<file path="src/include/npp_params.svh">
`ifndef NPP_PARAMS_SVH
`define NPP_PARAMS_SVH

// NAND command codes
`define NPP_CMD_SETUP 8'h80
`define NPP_CMD_CONFIRM 8'h10
`define NPP_CMD_CACHE 8'h15
`define NPP_CMD_QUEUE 8'h11
`define NPP_CMD_COLCHG 8'h85
`define NPP_CMD_STATUS 8'h70
`define NPP_CMD_STATUS_ENH 8'h78

// Flash status byte bit positions
`define NPP_ST_FAIL 0
`define NPP_ST_CACHED_OP_ERROR_FLAG 1
`define NPP_ST_ARRAY_IDLE 5
`define NPP_ST_RDY 6

// Cycle counts and the last page of a block
`define NPP_ADDR_CYCLES 3'h5
`define NPP_ROW_CYCLES 3'h3
`define NPP_LAST_PAGE 6'h3F

// Wishbone register offsets (byte addresses)
`define NPP_REG_CTRL 4'h0
`define NPP_REG_ADDR 4'h4
`define NPP_REG_DATA 4'h8
`define NPP_REG_STAT 4'hC

// Control register fields
`define NPP_CTRL_GO 0
`define NPP_CTRL_OP_LSB 1
`define NPP_CTRL_ENH 3
`define NPP_CTRL_LEN_LSB 4
`define NPP_CTRL_LUN_LSB 16

// Status register fields
`define NPP_STAT_BUSY 0
`define NPP_STAT_DONE 1
`define NPP_STAT_FLASH_LSB 8
`define NPP_STAT_ORDER_ERR 16

// Pin timing: half period of a write or read strobe, in core_clk cycles
`define NPP_STROBE_NS 30
`define NPP_CLK_NS 20
`define NPP_STROBE_CYC (((`NPP_STROBE_NS) + (`NPP_CLK_NS) - 1) / (`NPP_CLK_NS))

`endif

</file>
<file path="src/include/npp_pkg.sv">
package npp_pkg;

  typedef enum logic [1:0] {
    NPP_OP_PLAIN = 2'h0,
    NPP_OP_CACHE = 2'h1,
    NPP_OP_QUEUE = 2'h2,
    NPP_OP_POLL = 2'h3
  } npp_op_t;

  // One bus cycle on the flash pins
  typedef struct packed {
    logic cle;
    logic ale;
    logic rd;
    logic [7:0] data;
  } npp_cycle_t;

  // Flash pins driven by the controller
  typedef struct packed {
    logic ce_n;
    logic cle;
    logic ale;
    logic we_n;
    logic re_n;
    logic [7:0] io_out;
    logic io_oe;
  } npp_pins_t;

endpackage

</file>
<file path="src/core/npp_strobe.sv">
`timescale 1ns/1ps
`include "npp_params.svh"

// Drives one write or read cycle on the flash pins, strobe low then high
module npp_strobe
  import npp_pkg::*;
(
  // Clock and reset
  input wire logic core_clk,
  input wire logic nrst,
  // Cycle request
  input wire logic req_valid,
  input wire npp_cycle_t req,
  output logic req_ready,
  // Result
  output logic done,
  output logic [7:0] rd_data,
  // Pins
  output logic cle,
  output logic ale,
  output logic we_n,
  output logic re_n,
  output logic [7:0] io_out,
  output logic io_oe,
  input wire logic [7:0] io_in_sync
);

  typedef enum logic [2:0] {
    NPP_SB_IDLE = 3'b001,
    NPP_SB_LOW = 3'b010,
    NPP_SB_HIGH = 3'b100
  } npp_sb_state_t;

  npp_sb_state_t state_reg, state_next;
  logic [3:0] cnt_reg, cnt_next;
  npp_cycle_t cur_reg, cur_next;
  logic [7:0] rd_reg, rd_next;
  logic done_reg, done_next;

  always_comb begin
    state_next = state_reg;
    cnt_next = cnt_reg;
    cur_next = cur_reg;
    rd_next = rd_reg;
    done_next = 1'b0;
    unique case (state_reg)
      NPP_SB_IDLE: begin
        if (req_valid) begin
          cur_next = req;
          cnt_next = 4'(`NPP_STROBE_CYC);
          state_next = NPP_SB_LOW;
        end
      end
      NPP_SB_LOW: begin
        if (cnt_reg == 4'h1) begin
          cnt_next = 4'(`NPP_STROBE_CYC);
          state_next = NPP_SB_HIGH;
        end else begin
          cnt_next = cnt_reg - 4'h1;
        end
      end
      NPP_SB_HIGH: begin
        if (cnt_reg == 4'h1) begin
          // Two synchroniser stages delay the pins, so the byte driven in the
          // low phase reaches io_in_sync only during the high phase
          if (cur_reg.rd) begin
            rd_next = io_in_sync;
          end
          done_next = 1'b1;
          state_next = NPP_SB_IDLE;
        end else begin
          cnt_next = cnt_reg - 4'h1;
        end
      end
    endcase
  end

  always_ff @(posedge core_clk or negedge nrst) begin
    if (!nrst) begin
      state_reg <= NPP_SB_IDLE;
      cnt_reg <= 4'h0;
      cur_reg <= '0;
      rd_reg <= 8'h00;
      done_reg <= 1'b0;
    end else begin
      state_reg <= state_next;
      cnt_reg <= cnt_next;
      cur_reg <= cur_next;
      rd_reg <= rd_next;
      done_reg <= done_next;
    end
  end

  assign req_ready = (state_reg == NPP_SB_IDLE);
  assign done = done_reg;
  assign rd_data = rd_reg;
  assign cle = cur_reg.cle;
  assign ale = cur_reg.ale;
  assign we_n = !((state_reg == NPP_SB_LOW) && !cur_reg.rd);
  assign re_n = !((state_reg == NPP_SB_LOW) && cur_reg.rd);
  assign io_out = cur_reg.data;
  assign io_oe = (state_reg != NPP_SB_IDLE) && !cur_reg.rd;

endmodule

</file>
<file path="src/core/npp_host.sv">
// The implementer's own choices: register access over Wishbone and the address map.
`timescale 1ns/1ps
`include "npp_params.svh"

module npp_host
  import npp_pkg::*;
(
  // Clock and reset
  input wire logic core_clk,
  input wire logic nrst,
  // Wishbone slave
  input wire logic wb_cyc_i,
  input wire logic wb_stb_i,
  input wire logic wb_we_i,
  input wire logic [3:0] wb_adr_i,
  input wire logic [3:0] wb_sel_i,
  input wire logic [31:0] wb_dat_i,
  output logic [31:0] wb_dat_o,
  output logic wb_ack_o,
  // Flash pins
  output logic ce_n,
  output logic cle,
  output logic ale,
  output logic we_n,
  output logic re_n,
  output logic [7:0] io_out,
  output logic io_oe,
  input wire logic [7:0] io_in,
  input wire logic rb_n
);

  typedef enum logic [7:0] {
    NPP_IDLE = 8'b00000001,
    NPP_SETUP = 8'b00000010,
    NPP_ADDR = 8'b00000100,
    NPP_DATA = 8'b00001000,
    NPP_CONF = 8'b00010000,
    NPP_WAIT = 8'b00100000,
    NPP_STCMD = 8'b01000000,
    NPP_STRD = 8'b10000000
  } npp_state_t;

  // Pin synchronisers
  logic [7:0] io_s1_reg, io_s2_reg;
  logic rb_s1_reg, rb_s2_reg;
  always_ff @(posedge core_clk or negedge nrst) begin
    if (!nrst) begin
      io_s1_reg <= 8'h00;
      io_s2_reg <= 8'h00;
      rb_s1_reg <= 1'b0;
      rb_s2_reg <= 1'b0;
    end else begin
      io_s1_reg <= io_in;
      io_s2_reg <= io_s1_reg;
      rb_s1_reg <= rb_n;
      rb_s2_reg <= rb_s1_reg;
    end
  end

  npp_state_t state_reg, state_next;
  npp_op_t op_reg, op_next;
  logic [12:0] len_reg, len_next;
  logic [12:0] idx_reg, idx_next;
  logic [2:0] acnt_reg, acnt_next;
  logic [39:0] addr_reg, addr_next;
  logic [7:0] data_reg, data_next;
  logic data_full_reg, data_full_next;
  logic enh_reg, enh_next;
  logic [2:0] lun_reg, lun_next;
  logic [7:0] flash_st_reg, flash_st_next;
  logic done_reg, done_next;
  logic order_err_reg, order_err_next;
  logic [16:0] last_row_reg, last_row_next;
  logic last_valid_reg, last_valid_next;
  logic ack_reg, ack_next;
  logic [31:0] rdat_reg, rdat_next;

  npp_cycle_t cyc;
  logic cyc_valid, cyc_ready, cyc_done;
  logic [7:0] rd_byte;

  npp_strobe u_strobe (
    .core_clk(core_clk),
    .nrst(nrst),
    .req_valid(cyc_valid),
    .req(cyc),
    .req_ready(cyc_ready),
    .done(cyc_done),
    .rd_data(rd_byte),
    .cle(cle),
    .ale(ale),
    .we_n(we_n),
    .re_n(re_n),
    .io_out(io_out),
    .io_oe(io_oe),
    .io_in_sync(io_s2_reg)
  );

  // Row bits 32:16 of the address: page in the low 6 bits
  logic [16:0] row;
  logic wb_req, busy;
  logic [7:0] confirm_cmd;
  logic issued;
  logic [2:0] abyte;
  assign row = addr_reg[32:16];
  // Status row cycles 5 to 7 send address bytes 2 to 4
  assign abyte = (acnt_reg >= 3'h5) ? (acnt_reg - 3'h3) : acnt_reg;
  assign wb_req = wb_cyc_i && wb_stb_i && !ack_reg;
  assign busy = (state_reg != NPP_IDLE);
  assign issued = cyc_valid && cyc_ready;

  always_comb begin
    unique case (op_reg)
      NPP_OP_CACHE: confirm_cmd = `NPP_CMD_CACHE;
      NPP_OP_QUEUE: confirm_cmd = `NPP_CMD_QUEUE;
      default: confirm_cmd = `NPP_CMD_CONFIRM;
    endcase
  end

  always_comb begin
    cyc = '0;
    cyc_valid = 1'b0;
    unique case (state_reg)
      NPP_SETUP: begin
        cyc_valid = 1'b1;
        cyc.cle = 1'b1;
        cyc.data = `NPP_CMD_SETUP;
      end
      NPP_ADDR: begin
        cyc_valid = 1'b1;
        cyc.ale = 1'b1;
        cyc.data = addr_reg[8 * abyte +: 8];
      end
      NPP_DATA: begin
        // Streaming stalls here until software supplies the next byte
        cyc_valid = data_full_reg;
        cyc.data = data_reg;
      end
      NPP_CONF: begin
        cyc_valid = 1'b1;
        cyc.cle = 1'b1;
        cyc.data = confirm_cmd;
      end
      NPP_STCMD: begin
        cyc_valid = 1'b1;
        cyc.cle = 1'b1;
        // Enhanced status selects one die and avoids bus contention
        cyc.data = enh_reg ? `NPP_CMD_STATUS_ENH : `NPP_CMD_STATUS;
      end
      NPP_STRD: begin
        cyc_valid = (acnt_reg == 3'h0);
        cyc.rd = 1'b1;
      end
      default: begin
        cyc_valid = 1'b0;
      end
    endcase
  end

  always_comb begin
    state_next = state_reg;
    op_next = op_reg;
    len_next = len_reg;
    idx_next = idx_reg;
    acnt_next = acnt_reg;
    addr_next = addr_reg;
    data_next = data_reg;
    data_full_next = data_full_reg;
    enh_next = enh_reg;
    lun_next = lun_reg;
    flash_st_next = flash_st_reg;
    done_next = done_reg;
    order_err_next = order_err_reg;
    last_row_next = last_row_reg;
    last_valid_next = last_valid_reg;
    ack_next = wb_req;
    rdat_next = 32'h0000_0000;

    if (wb_req && !wb_we_i) begin
      unique case (wb_adr_i)
        `NPP_REG_CTRL: rdat_next = {13'h0, lun_reg, len_reg[11:0], enh_reg, op_reg, busy};
        `NPP_REG_ADDR: rdat_next = addr_reg[31:0];
        `NPP_REG_DATA: rdat_next = {24'h0, addr_reg[39:32]};
        `NPP_REG_STAT: rdat_next = {15'h0, order_err_reg, flash_st_reg, 6'h0, done_reg,
                                    busy};
        default: rdat_next = 32'h0000_0000;
      endcase
    end

    if (wb_req && wb_we_i && wb_sel_i[0]) begin
      unique case (wb_adr_i)
        `NPP_REG_CTRL: begin
          if (!busy && wb_dat_i[`NPP_CTRL_GO]) begin
            op_next = npp_op_t'(wb_dat_i[`NPP_CTRL_OP_LSB +: 2]);
            len_next = wb_dat_i[`NPP_CTRL_LEN_LSB +: 13];
            enh_next = wb_dat_i[`NPP_CTRL_ENH];
            lun_next = wb_dat_i[`NPP_CTRL_LUN_LSB +: 3];
            done_next = 1'b0;
            idx_next = 13'h0;
            acnt_next = 3'h0;
            state_next = (wb_dat_i[`NPP_CTRL_OP_LSB +: 2] == NPP_OP_POLL) ?
                         NPP_STCMD : NPP_SETUP;
          end
        end
        `NPP_REG_ADDR: if (!busy) addr_next[31:0] = wb_dat_i;
        `NPP_REG_DATA: begin
          if (state_reg == NPP_DATA && !data_full_reg) begin
            data_next = wb_dat_i[7:0];
            data_full_next = 1'b1;
          end else if (!busy) begin
            addr_next[39:32] = wb_dat_i[7:0];
          end
        end
        `NPP_REG_STAT: begin
          // Write one to clear; a new order fault in this cycle wins
          if (wb_dat_i[`NPP_STAT_DONE]) done_next = 1'b0;
          if (wb_sel_i[2] && wb_dat_i[`NPP_STAT_ORDER_ERR]) order_err_next = 1'b0;
        end
        default: ;
      endcase
    end

    unique case (state_reg)
      NPP_IDLE: ;
      NPP_SETUP: if (issued) begin
        // Flag pages out of ascending order within a block
        if (last_valid_reg && row[16:6] == last_row_reg[16:6] &&
            row[5:0] <= last_row_reg[5:0]) begin
          order_err_next = 1'b1;
        end
        last_row_next = row;
        last_valid_next = (row[5:0] != `NPP_LAST_PAGE);
        acnt_next = 3'h0;
        state_next = NPP_ADDR;
      end
      NPP_ADDR: if (issued) begin
        if (acnt_reg == `NPP_ADDR_CYCLES - 3'h1) begin
          state_next = (len_reg == 13'h0) ? NPP_CONF : NPP_DATA;
        end else begin
          acnt_next = acnt_reg + 3'h1;
        end
      end
      NPP_DATA: if (issued) begin
        data_full_next = 1'b0;
        idx_next = idx_reg + 13'h1;
        if (idx_reg + 13'h1 == len_reg) state_next = NPP_CONF;
      end
      NPP_CONF: if (issued) begin
        acnt_next = 3'h0;
        state_next = NPP_WAIT;
      end
      NPP_WAIT: begin
        // Only status traffic while the die is fully busy
        if (rb_s2_reg) state_next = NPP_STCMD;
      end
      NPP_STCMD: if (issued) begin
        // Enhanced status carries the row address selecting the die
        state_next = enh_reg ? NPP_ADDR : NPP_STRD;
        acnt_next = enh_reg ? 3'h5 : 3'h0;
      end
      NPP_STRD: begin
        // acnt marks a read in flight, so the done of the command or address
        // cycle before it is never taken as status
        if (issued) acnt_next = 3'h1;
        if (cyc_done && acnt_reg == 3'h1) begin
          flash_st_next = rd_byte;
          if (!rd_byte[`NPP_ST_RDY]) begin
            acnt_next = 3'h0;
          end else if (op_reg == NPP_OP_POLL && !rd_byte[`NPP_ST_ARRAY_IDLE]) begin
            acnt_next = 3'h0;
          end else begin
            // Fail bits now describe this and earlier cached operations
            done_next = 1'b1;
            state_next = NPP_IDLE;
          end
        end
      end
      default: state_next = NPP_IDLE;
    endcase

    // Enhanced status row cycles reuse the address path
    if (state_reg == NPP_ADDR && acnt_reg >= 3'h5 && issued) begin
      if (acnt_reg == 3'h5 + `NPP_ROW_CYCLES - 3'h1) begin
        acnt_next = 3'h0;
        state_next = NPP_STRD;
      end else begin
        acnt_next = acnt_reg + 3'h1;
        state_next = NPP_ADDR;
      end
    end
  end

  always_ff @(posedge core_clk or negedge nrst) begin
    if (!nrst) begin
      state_reg <= NPP_IDLE;
      op_reg <= NPP_OP_PLAIN;
      len_reg <= 13'h0;
      idx_reg <= 13'h0;
      acnt_reg <= 3'h0;
      addr_reg <= 40'h00_0000_0000;
      data_reg <= 8'h00;
      data_full_reg <= 1'b0;
      enh_reg <= 1'b0;
      lun_reg <= 3'h0;
      flash_st_reg <= 8'h00;
      done_reg <= 1'b0;
      order_err_reg <= 1'b0;
      last_row_reg <= 17'h0;
      last_valid_reg <= 1'b0;
      ack_reg <= 1'b0;
      rdat_reg <= 32'h0000_0000;
    end else begin
      state_reg <= state_next;
      op_reg <= op_next;
      len_reg <= len_next;
      idx_reg <= idx_next;
      acnt_reg <= acnt_next;
      addr_reg <= addr_next;
      data_reg <= data_next;
      data_full_reg <= data_full_next;
      enh_reg <= enh_next;
      lun_reg <= lun_next;
      flash_st_reg <= flash_st_next;
      done_reg <= done_next;
      order_err_reg <= order_err_next;
      last_row_reg <= last_row_next;
      last_valid_reg <= last_valid_next;
      ack_reg <= ack_next;
      rdat_reg <= rdat_next;
    end
  end

  assign ce_n = (state_reg == NPP_IDLE);
  assign wb_ack_o = ack_reg;
  assign wb_dat_o = rdat_reg;

endmodule

</file>
<file path="config.mk">
export PLATFORM = sky130hd
export DESIGN_NAME = npp_host
export DESIGN_NICKNAME = d
export VERILOG_FILES = /design/src/include/npp_pkg.sv /design/src/core/npp_strobe.sv /design/src/core/npp_host.sv
export VERILOG_INCLUDE_DIRS = /design/src /design/src/include
export SDC_FILE = /design/constraint.sdc
export NUM_CORES = 1
export LEC_CHECK = 0
export BUFFER_PORTS_ARGS = -buffer_cell sky130_fd_sc_hd__buf_2
export CAP_MARGIN = 20
export CORE_ASPECT_RATIO = 1.25
export CORE_UTILIZATION = 64
export CTS_CLUSTER_SIZE = 24
export DETAILED_ROUTE_END_ITERATION = 10
export PLACE_DENSITY = 0.86
export SYNTH_ARGS = -nofsm -noshare
export SYNTH_HDL_FRONTEND = slang
export SYNTH_SLANG_ARGS = --single-unit
</file>
<file path="constraint.sdc">
create_clock -name core_clk -period 5.3 [get_ports core_clk]
set_clock_uncertainty 0.1 [all_clocks]
set_input_delay 1.06 -clock core_clk [delete_from_list [all_inputs] [get_ports core_clk]]
set_output_delay 1.06 -clock core_clk [all_outputs]
set_load 0.01 [all_outputs]
</file>
==> flow_summary.ini, run 1 <==
[setup_path]
r2r-start = u_strobe.state_reg[0]
worst-setup-path-type = reg -> out
required_time_of_the_critical_path_ns = 4.14
crit_fanout = 10
setup.reg_to_reg.worst_slack_ns = 2.01
crit_chain = nor3b_1 > nor2_1 > buf_2
slowest_stage = sky130_fd_sc_hd__nor3b_1
startpoint_type = register
startpoint = u_strobe.state_reg[0]
endpoint_kind = output pin
cp.arrival_ns = 2.13
critPathMaxStageDelay_ns = 0.85

[synth]
synth_top_flop_cell = sky130_fd_sc_hd__dfrtp_1
netlist_instances = 879
yosysWarnings = 0
post_synth_instance_area_mm2 = 0.00944
synthDistinctLibCells = 78
ys_seq_elements = 197
synthArstFlopShare = 1.00
post_synth_edffs = 0
postSynthNetCount = 949
synthesis.area_per_instance_um2 = 10.7
synth_sequential_area_ratio = 0.522

[route]
vias = 7467
routed_wl_um = 23900
routedWlPerCell_um = 20.8
drc_errors_left = 0
avgViaCountPerCell = 6.50
drt_first_pass_iters = 5
count_of_antenna_violating_nets_left_after_detailed_routing = 0
first_iter_violations = 693

[power_and_ir_drop]
power_density_mw_per_mm2 = 325
ir_drop_v = 0.000258
total_leakage_power_uw = 0.00524

[global_route]
global_route.overflow_total = 0
global_route_wire_length_before_repair_um = 37300
grt_util_all_layers = 0.324
initial_antenna_violation_count = 0
grt_start_max_net_pins = 131
grt_pass1_vias = 7126

[cts]
worst_setup_hold_path_clk_slew_ns = 0.06
cts_resized = 0
clockRootBuffer = sky130_fd_sc_hd__clkbuf_16
clock_latency_ns = 0.44
clock_tree.htree_level_count = 4
cts.sink_count = 197
postCtsSetupBuffers = 0
max-clock-path-buffers = 2
cts-buffers-inserted = 17
cts_tree = built
cts_hold_buf = 0

[finish]
synthToLayoutAreaGrowth_pct = 12.9
final_area_mm2 = 0.0107
layout.nets = 1029
antenna_cells = 0
layout-drive-gt1-share = 0.244
max_reg_flops = 40

[min_path]
hold_path_startpoint = io_s1_reg[6]
min-delay-path-class = reg -> reg

[floorplanning]
die_width_um = 111
num_rows = 49
floorplan.die.height_um = 138
die_area_mm2 = 0.0152
starting_density_of_the_core = 0.655
core_area_mm2 = 0.0144
io_pins = 101

[sta]
final_hold_viol_count = 0
maxSlewHeadroom = 0.259
totalNegativeSetupSlack_ns = 0
report.final.slew_viol_count = 0
setup_repair_after_global_routing_missed_its_margin = false
fmaxAchievable_mhz = 304
fin_worst_hold_slack_ns = 0.248
period_share = 0.621
timing.final.crit_period_ns = 3.29
worst_slew_pin_slew_ns = 1.11
setup_viol = 0

[placed_design]
hpwl_um = 16700
io_buffer_count = 98
detailed_place.area_mm2 = 0.0100
gp_routability_congestion = 0.940

[run]
max_cap_viol_count = 0

[status]
status = finished clean
synth_stat cells, types with 3 or more instances:
library cell	number	area, um2
sky130_fd_sc_hd__buf_2	13	65.1
sky130_fd_sc_hd__a21oi_1	50	250
sky130_fd_sc_hd__o22ai_1	11	68.8
sky130_fd_sc_hd__nand4b_1	5	43.8
sky130_fd_sc_hd__nand2_1	116	435
sky130_fd_sc_hd__and2_1	17	106
sky130_fd_sc_hd__nand4_1	12	75.1
sky130_fd_sc_hd__xnor2_1	21	184
sky130_fd_sc_hd__and3_1	10	62.6
sky130_fd_sc_hd__ha_1	16	200
sky130_fd_sc_hd__a22oi_1	23	173
sky130_fd_sc_hd__dfrtp_1	195	4880
sky130_fd_sc_hd__o21a_1	7	52.6
sky130_fd_sc_hd__mux2i_1	16	160
sky130_fd_sc_hd__nor4_1	7	43.8
sky130_fd_sc_hd__a31o_2	3	26.3
sky130_fd_sc_hd__nor3b_1	6	45.0
sky130_fd_sc_hd__a31oi_1	4	25.0
sky130_fd_sc_hd__nor4b_1	4	35.0
sky130_fd_sc_hd__mux2_1	3	33.8
sky130_fd_sc_hd__mux2_2	76	856
sky130_fd_sc_hd__clkbuf_1	23	86.3
sky130_fd_sc_hd__o21ai_1	7	35.0
sky130_fd_sc_hd__o31ai_1	8	60.1
sky130_fd_sc_hd__o221ai_1	8	70.1
sky130_fd_sc_hd__xor2_1	5	43.8
sky130_fd_sc_hd__or2_2	3	18.8
sky130_fd_sc_hd__or3_1	6	37.5
sky130_fd_sc_hd__buf_4	8	60.1
sky130_fd_sc_hd__o21ai_0	31	155
sky130_fd_sc_hd__nor2_1	41	154
sky130_fd_sc_hd__inv_1	21	78.8
sky130_fd_sc_hd__nand2b_1	7	43.8
sky130_fd_sc_hd__nor2b_1	8	50.1
sky130_fd_sc_hd__or4_1	3	22.5
sky130_fd_sc_hd__o211ai_1	5	37.5
sky130_fd_sc_hd__nor3_1	10	50.1
sky130_fd_sc_hd__nand3_1	21	105
cell families after synthesis:
logic type               share of synthesized area
AND/OR/NAND/NOR                              0.159
adder cells (fa/ha/maj)                     0.0212
multiplexers                                 0.111
buffers and inverters                       0.0325
flip-flops                                   0.522
AO/OA/AOI/OAI                                0.130
XOR/XNOR                                    0.0241
area by class of cell:
| type | count | area [um2] |
|---|---|---|
| Timing Repair Buffer | 108 | 607 |
| Inverter | 22 | 82.6 |
| Clock buffer | 21 | 470 |
| Sequential cell | 197 | 4930 |
| Multi-Input combinational cell | 613 | 4220 |
| Fill cell | 944 | 3750 |
| Tap cell | 178 | 223 |
| Clock inverter | 10 | 123 |
layout by cell type, fill, tap and decap left out, types with 8 or more instances in the layout:
master / n
sky130_fd_sc_hd__mux2_2: 76
sky130_fd_sc_hd__mux2i_1: 16
sky130_fd_sc_hd__o22ai_1: 11
sky130_fd_sc_hd__o221ai_1: 8
sky130_fd_sc_hd__o31ai_1: 8
sky130_fd_sc_hd__buf_4: 8
sky130_fd_sc_hd__nand3_1: 21
sky130_fd_sc_hd__dfrtp_1: 195
sky130_fd_sc_hd__o21ai_0: 31
sky130_fd_sc_hd__buf_2: 97
sky130_fd_sc_hd__nand2_1: 116
sky130_fd_sc_hd__ha_1: 16
sky130_fd_sc_hd__a21oi_1: 50
sky130_fd_sc_hd__clkbuf_16: 17
sky130_fd_sc_hd__a22oi_1: 23
sky130_fd_sc_hd__nand4_1: 12
sky130_fd_sc_hd__nor2b_1: 8
sky130_fd_sc_hd__and2_1: 17
sky130_fd_sc_hd__inv_1: 21
sky130_fd_sc_hd__and3_1: 10
sky130_fd_sc_hd__nor3_1: 10
sky130_fd_sc_hd__nor2_1: 41
sky130_fd_sc_hd__xnor2_1: 21
layer usage:
layer	GRT usage	wire length (um)	vias to the layer above
li1	-	-	3306
met5	0	0	-
met3	0.0607	1690	100
met2	0.529	11600	396
met1	0.399	9140	3665
met4	0.211	1490	0
stage by stage:
step	std cells	setup WS [ns]	util	power, uW
3_3_place_gp	1117	2.00	0.697	2160
3_5_place_dp	1117	1.96	0.697	2170
5_1_grt	1149	1.87	0.740	3600
6_report	1149	2.01	0.740	3470
4_1_cts	1148	2.02	0.738	3470
2_1_floorplan	879	2.59	-	2010
where the power goes:
| group | internal [uW] | switching (uW) |
|---|---|---|
| Sequential | 1570 | 85.5 |
| Combinational | 216 | 291 |
| Clock | 735 | 570 |
worst paths after layout:
check / to / cells after the start
setup / recovery: io_oe / 3
min in group asynchronous: data_reg[4] / 1
hold reg to reg: io_s2_reg[6] / 0
hold / removal: io_s2_reg[6] / 0
setup reg to reg: state_reg[2] / 5
max in group asynchronous: addr_reg[22] / 2
critical path, delay by kind of cell, from the launching register on:
kind | cells | cell delay [ns]
AND/OR/NAND/NOR | 2 | 0.92
flip-flops | 1 | 0.61
buffers and inverters | 1 | 0.17
No activity file was read; power rests on OpenSTA's default activity.
==> run 2, diff against run 1 <==
--- a/config.mk
+++ b/config.mk
@@ -9,10 +9,10 @@
 export BUFFER_PORTS_ARGS = -buffer_cell sky130_fd_sc_hd__buf_2
 export CAP_MARGIN = 20
 export CORE_ASPECT_RATIO = 1.25
-export CORE_UTILIZATION = 64
+export CORE_UTILIZATION = 59
 export CTS_CLUSTER_SIZE = 24
 export DETAILED_ROUTE_END_ITERATION = 10
-export PLACE_DENSITY = 0.86
+export PLACE_DENSITY = 0.8
 export SYNTH_ARGS = -nofsm -noshare
 export SYNTH_HDL_FRONTEND = slang
 export SYNTH_SLANG_ARGS = --single-unit
==> constraint.sdc (replaced) <==
create_clock -name core_clk -period 3.2 [get_ports core_clk]
set_clock_uncertainty 0.1 [all_clocks]
set_input_delay 0.64 -clock core_clk [delete_from_list [all_inputs] [get_ports core_clk]]
set_output_delay 0.64 -clock core_clk [all_outputs]
set_load 0.01 [all_outputs]
==> run 2 against run 1 <==
Compared with the run above:
- via count down 1.0%
- register-to-register slack worse by 1.8 ns
- first-iteration DRC count down 3.3%
- worst setup slack worse by 1.8 ns
- critical path type is now reg -> reg
- die area up 8.3%
- sequential cell count unchanged
- sequential share of layout area down 0.39 points
==> flow_summary.ini, run 2 (synthesized netlist as in run 1, its figures left out) <==
[power_and_ir_drop]
power.combinational.fraction = 0.152
power_density_mw_per_mm2 = 516
power.share.clock = 0.354
ir_drop_v = 0.000386
part_of_the_power_in_registers = 0.494
switching_share = 0.282
total_leakage_power_uw = 0.00528
switching_power_uw = 1570
cellInternalPower_uw = 3980

[floorplanning]
core_area_mm2 = 0.0156
die_area_mm2 = 0.0165
floorplan.die.height_um = 143
starting_density_of_the_core = 0.604
die_width_um = 115
num_rows = 51
io_pins = 101

[finish]
post_route_utilization = 0.688
synthToLayoutAreaGrowth_pct = 13.8
filler_cell_count = 1169
layout-drive-gt1-share = 0.254
antenna_cells = 0
max_reg_flops = 40
layout_commonest_cell = sky130_fd_sc_hd__dfrtp_1
layout.nets = 1045
layout_common_cells = sky130_fd_sc_hd__dfrtp_1, sky130_fd_sc_hd__nand2_1, sky130_fd_sc_hd__buf_2

[route]
drt_first_pass_iters = 5
avgViaCountPerCell = 6.16
routed_wl_um = 23600
count_of_antenna_violating_nets_left_after_detailed_routing = 0
first_iter_violations = 670
drc_errors_left = 0
vias = 7390
routedWlPerCell_um = 19.7

[cts]
postCtsSetupBuffers = 0
cts_tree = built
cts_resized = 0
max-clock-path-buffers = 2
cts_hold_buf = 0
cts.sink_count = 197
clock_latency_ns = 0.44
clock_tree.htree_level_count = 4
worst_setup_hold_path_clk_slew_ns = 0.07
cts-buffers-inserted = 17
clockRootBuffer = sky130_fd_sc_hd__clkbuf_16

[global_route]
grt_start_max_net_pins = 82
global_route.overflow_total = 0
global_route_wire_length_before_repair_um = 37000
grt_pass1_vias = 7014
grt_util_all_layers = 0.301
initial_antenna_violation_count = 0

[status]
status = finished clean

[min_path]
min-delay-path-class = in -> async

[sta]
worst_slew_pin_slew_ns = 0.751
final_hold_viol_count = 0
fin_worst_hold_slack_ns = 0.112
setup_viol = 0
totalNegativeSetupSlack_ns = 0
period_share = 0.942
timing.final.crit_period_ns = 3.01
fmaxAchievable_mhz = 332
setup_repair_after_global_routing_missed_its_margin = false
maxSlewHeadroom = 0.486
report.final.slew_viol_count = 0

[placed_design]
hpwl_um = 17100
io_buffer_count = 98
gp_routability_congestion = 0.910

[setup_path]
worst-setup-path-type = reg -> reg
endpoint_kind = register
cp.arrival_ns = 3.23
startpoint_type = register
required_time_of_the_critical_path_ns = 3.42
crit_fanout = 8

[run]
max_cap_viol_count = 0
run 2: cell types whose count changed in the layout (fill, tap and decap cells not counted), moves of 2 or more:
cell and delta:
sky130_fd_sc_hd__bufinv_16 -2, sky130_fd_sc_hd__clkbuf_1 +3, sky130_fd_sc_hd__clkbuf_8 -2, sky130_fd_sc_hd__buf_4 +16
run 2: final timing paths:
path	to	from	depth (start not counted)	slack [ns]
max reg2reg	state_reg[2]	idx_reg[0]	8	0.19
min	rb_s2_reg	nrst	1	0.11
min reg2reg	io_s2_reg[4]	io_s1_reg[4]	0	0.25
min in group core_clk	io_s1_reg[0]	io_in[0]	1	0.20
max	state_reg[2]	idx_reg[0]	8	0.19
max in group asynchronous	wb_dat_o[9]	nrst	2	2.12
run 2: critical path, stage by stage (launching register included):
cell,delay (ns)
sky130_fd_sc_hd__dfrtp_1,0.49
sky130_fd_sc_hd__ha_1,0.40
sky130_fd_sc_hd__a21bo_2,0.19
sky130_fd_sc_hd__a21oi_1,0.05
sky130_fd_sc_hd__a2111oi_0,0.67
sky130_fd_sc_hd__nand3_1,0.25
sky130_fd_sc_hd__nor4_4,0.29
sky130_fd_sc_hd__nor2_1,0.09
sky130_fd_sc_hd__a311o_1,0.36
run 2: layout make-up:
cell class	count	area, um2	area share
sequential	197	4930	0.459
multi-input combinational	613	4220	0.393
timing repair buffer	124	719	0.0669
clock buffer	22	454	0.0423
tap	212	265	0.0247
inverter	22	82.6	0.00768
clock inverter	10	75.1	0.00698
run 2: through the flow:
stage	power, uW	cell area [um2]	std cells	worst slack, ns
finish	5550	10700	1200	0.186
global route	5750	10700	1200	0.0481
CTS	5560	10700	1200	0.230
detailed placement	3620	10200	1168	0.246
global placement	3590	10200	1168	0.323
floorplan	3330	9440	879	0.688
run 2: power groups by stage:
stage / registers, uW / clock network, uW / logic (uW)
2_1_floorplan: 2730 / 0 / 598
3_3_place_gp: 2780 / 0 / 814
3_5_place_dp: 2780 / 0 / 831
4_1_cts: 2740 / 1980 / 844
5_1_grt: 2760 / 2060 / 926
6_report: 2740 / 1960 / 844
run 2: per-layer routing:
layer	routed length [um]	global-route usage	vias up
li1	-	-	3345
met1	9460	0.390	3625
met2	11400	0.480	332
met3	1560	0.0565	88
met4	1200	0.160	0
met5	0	0	-
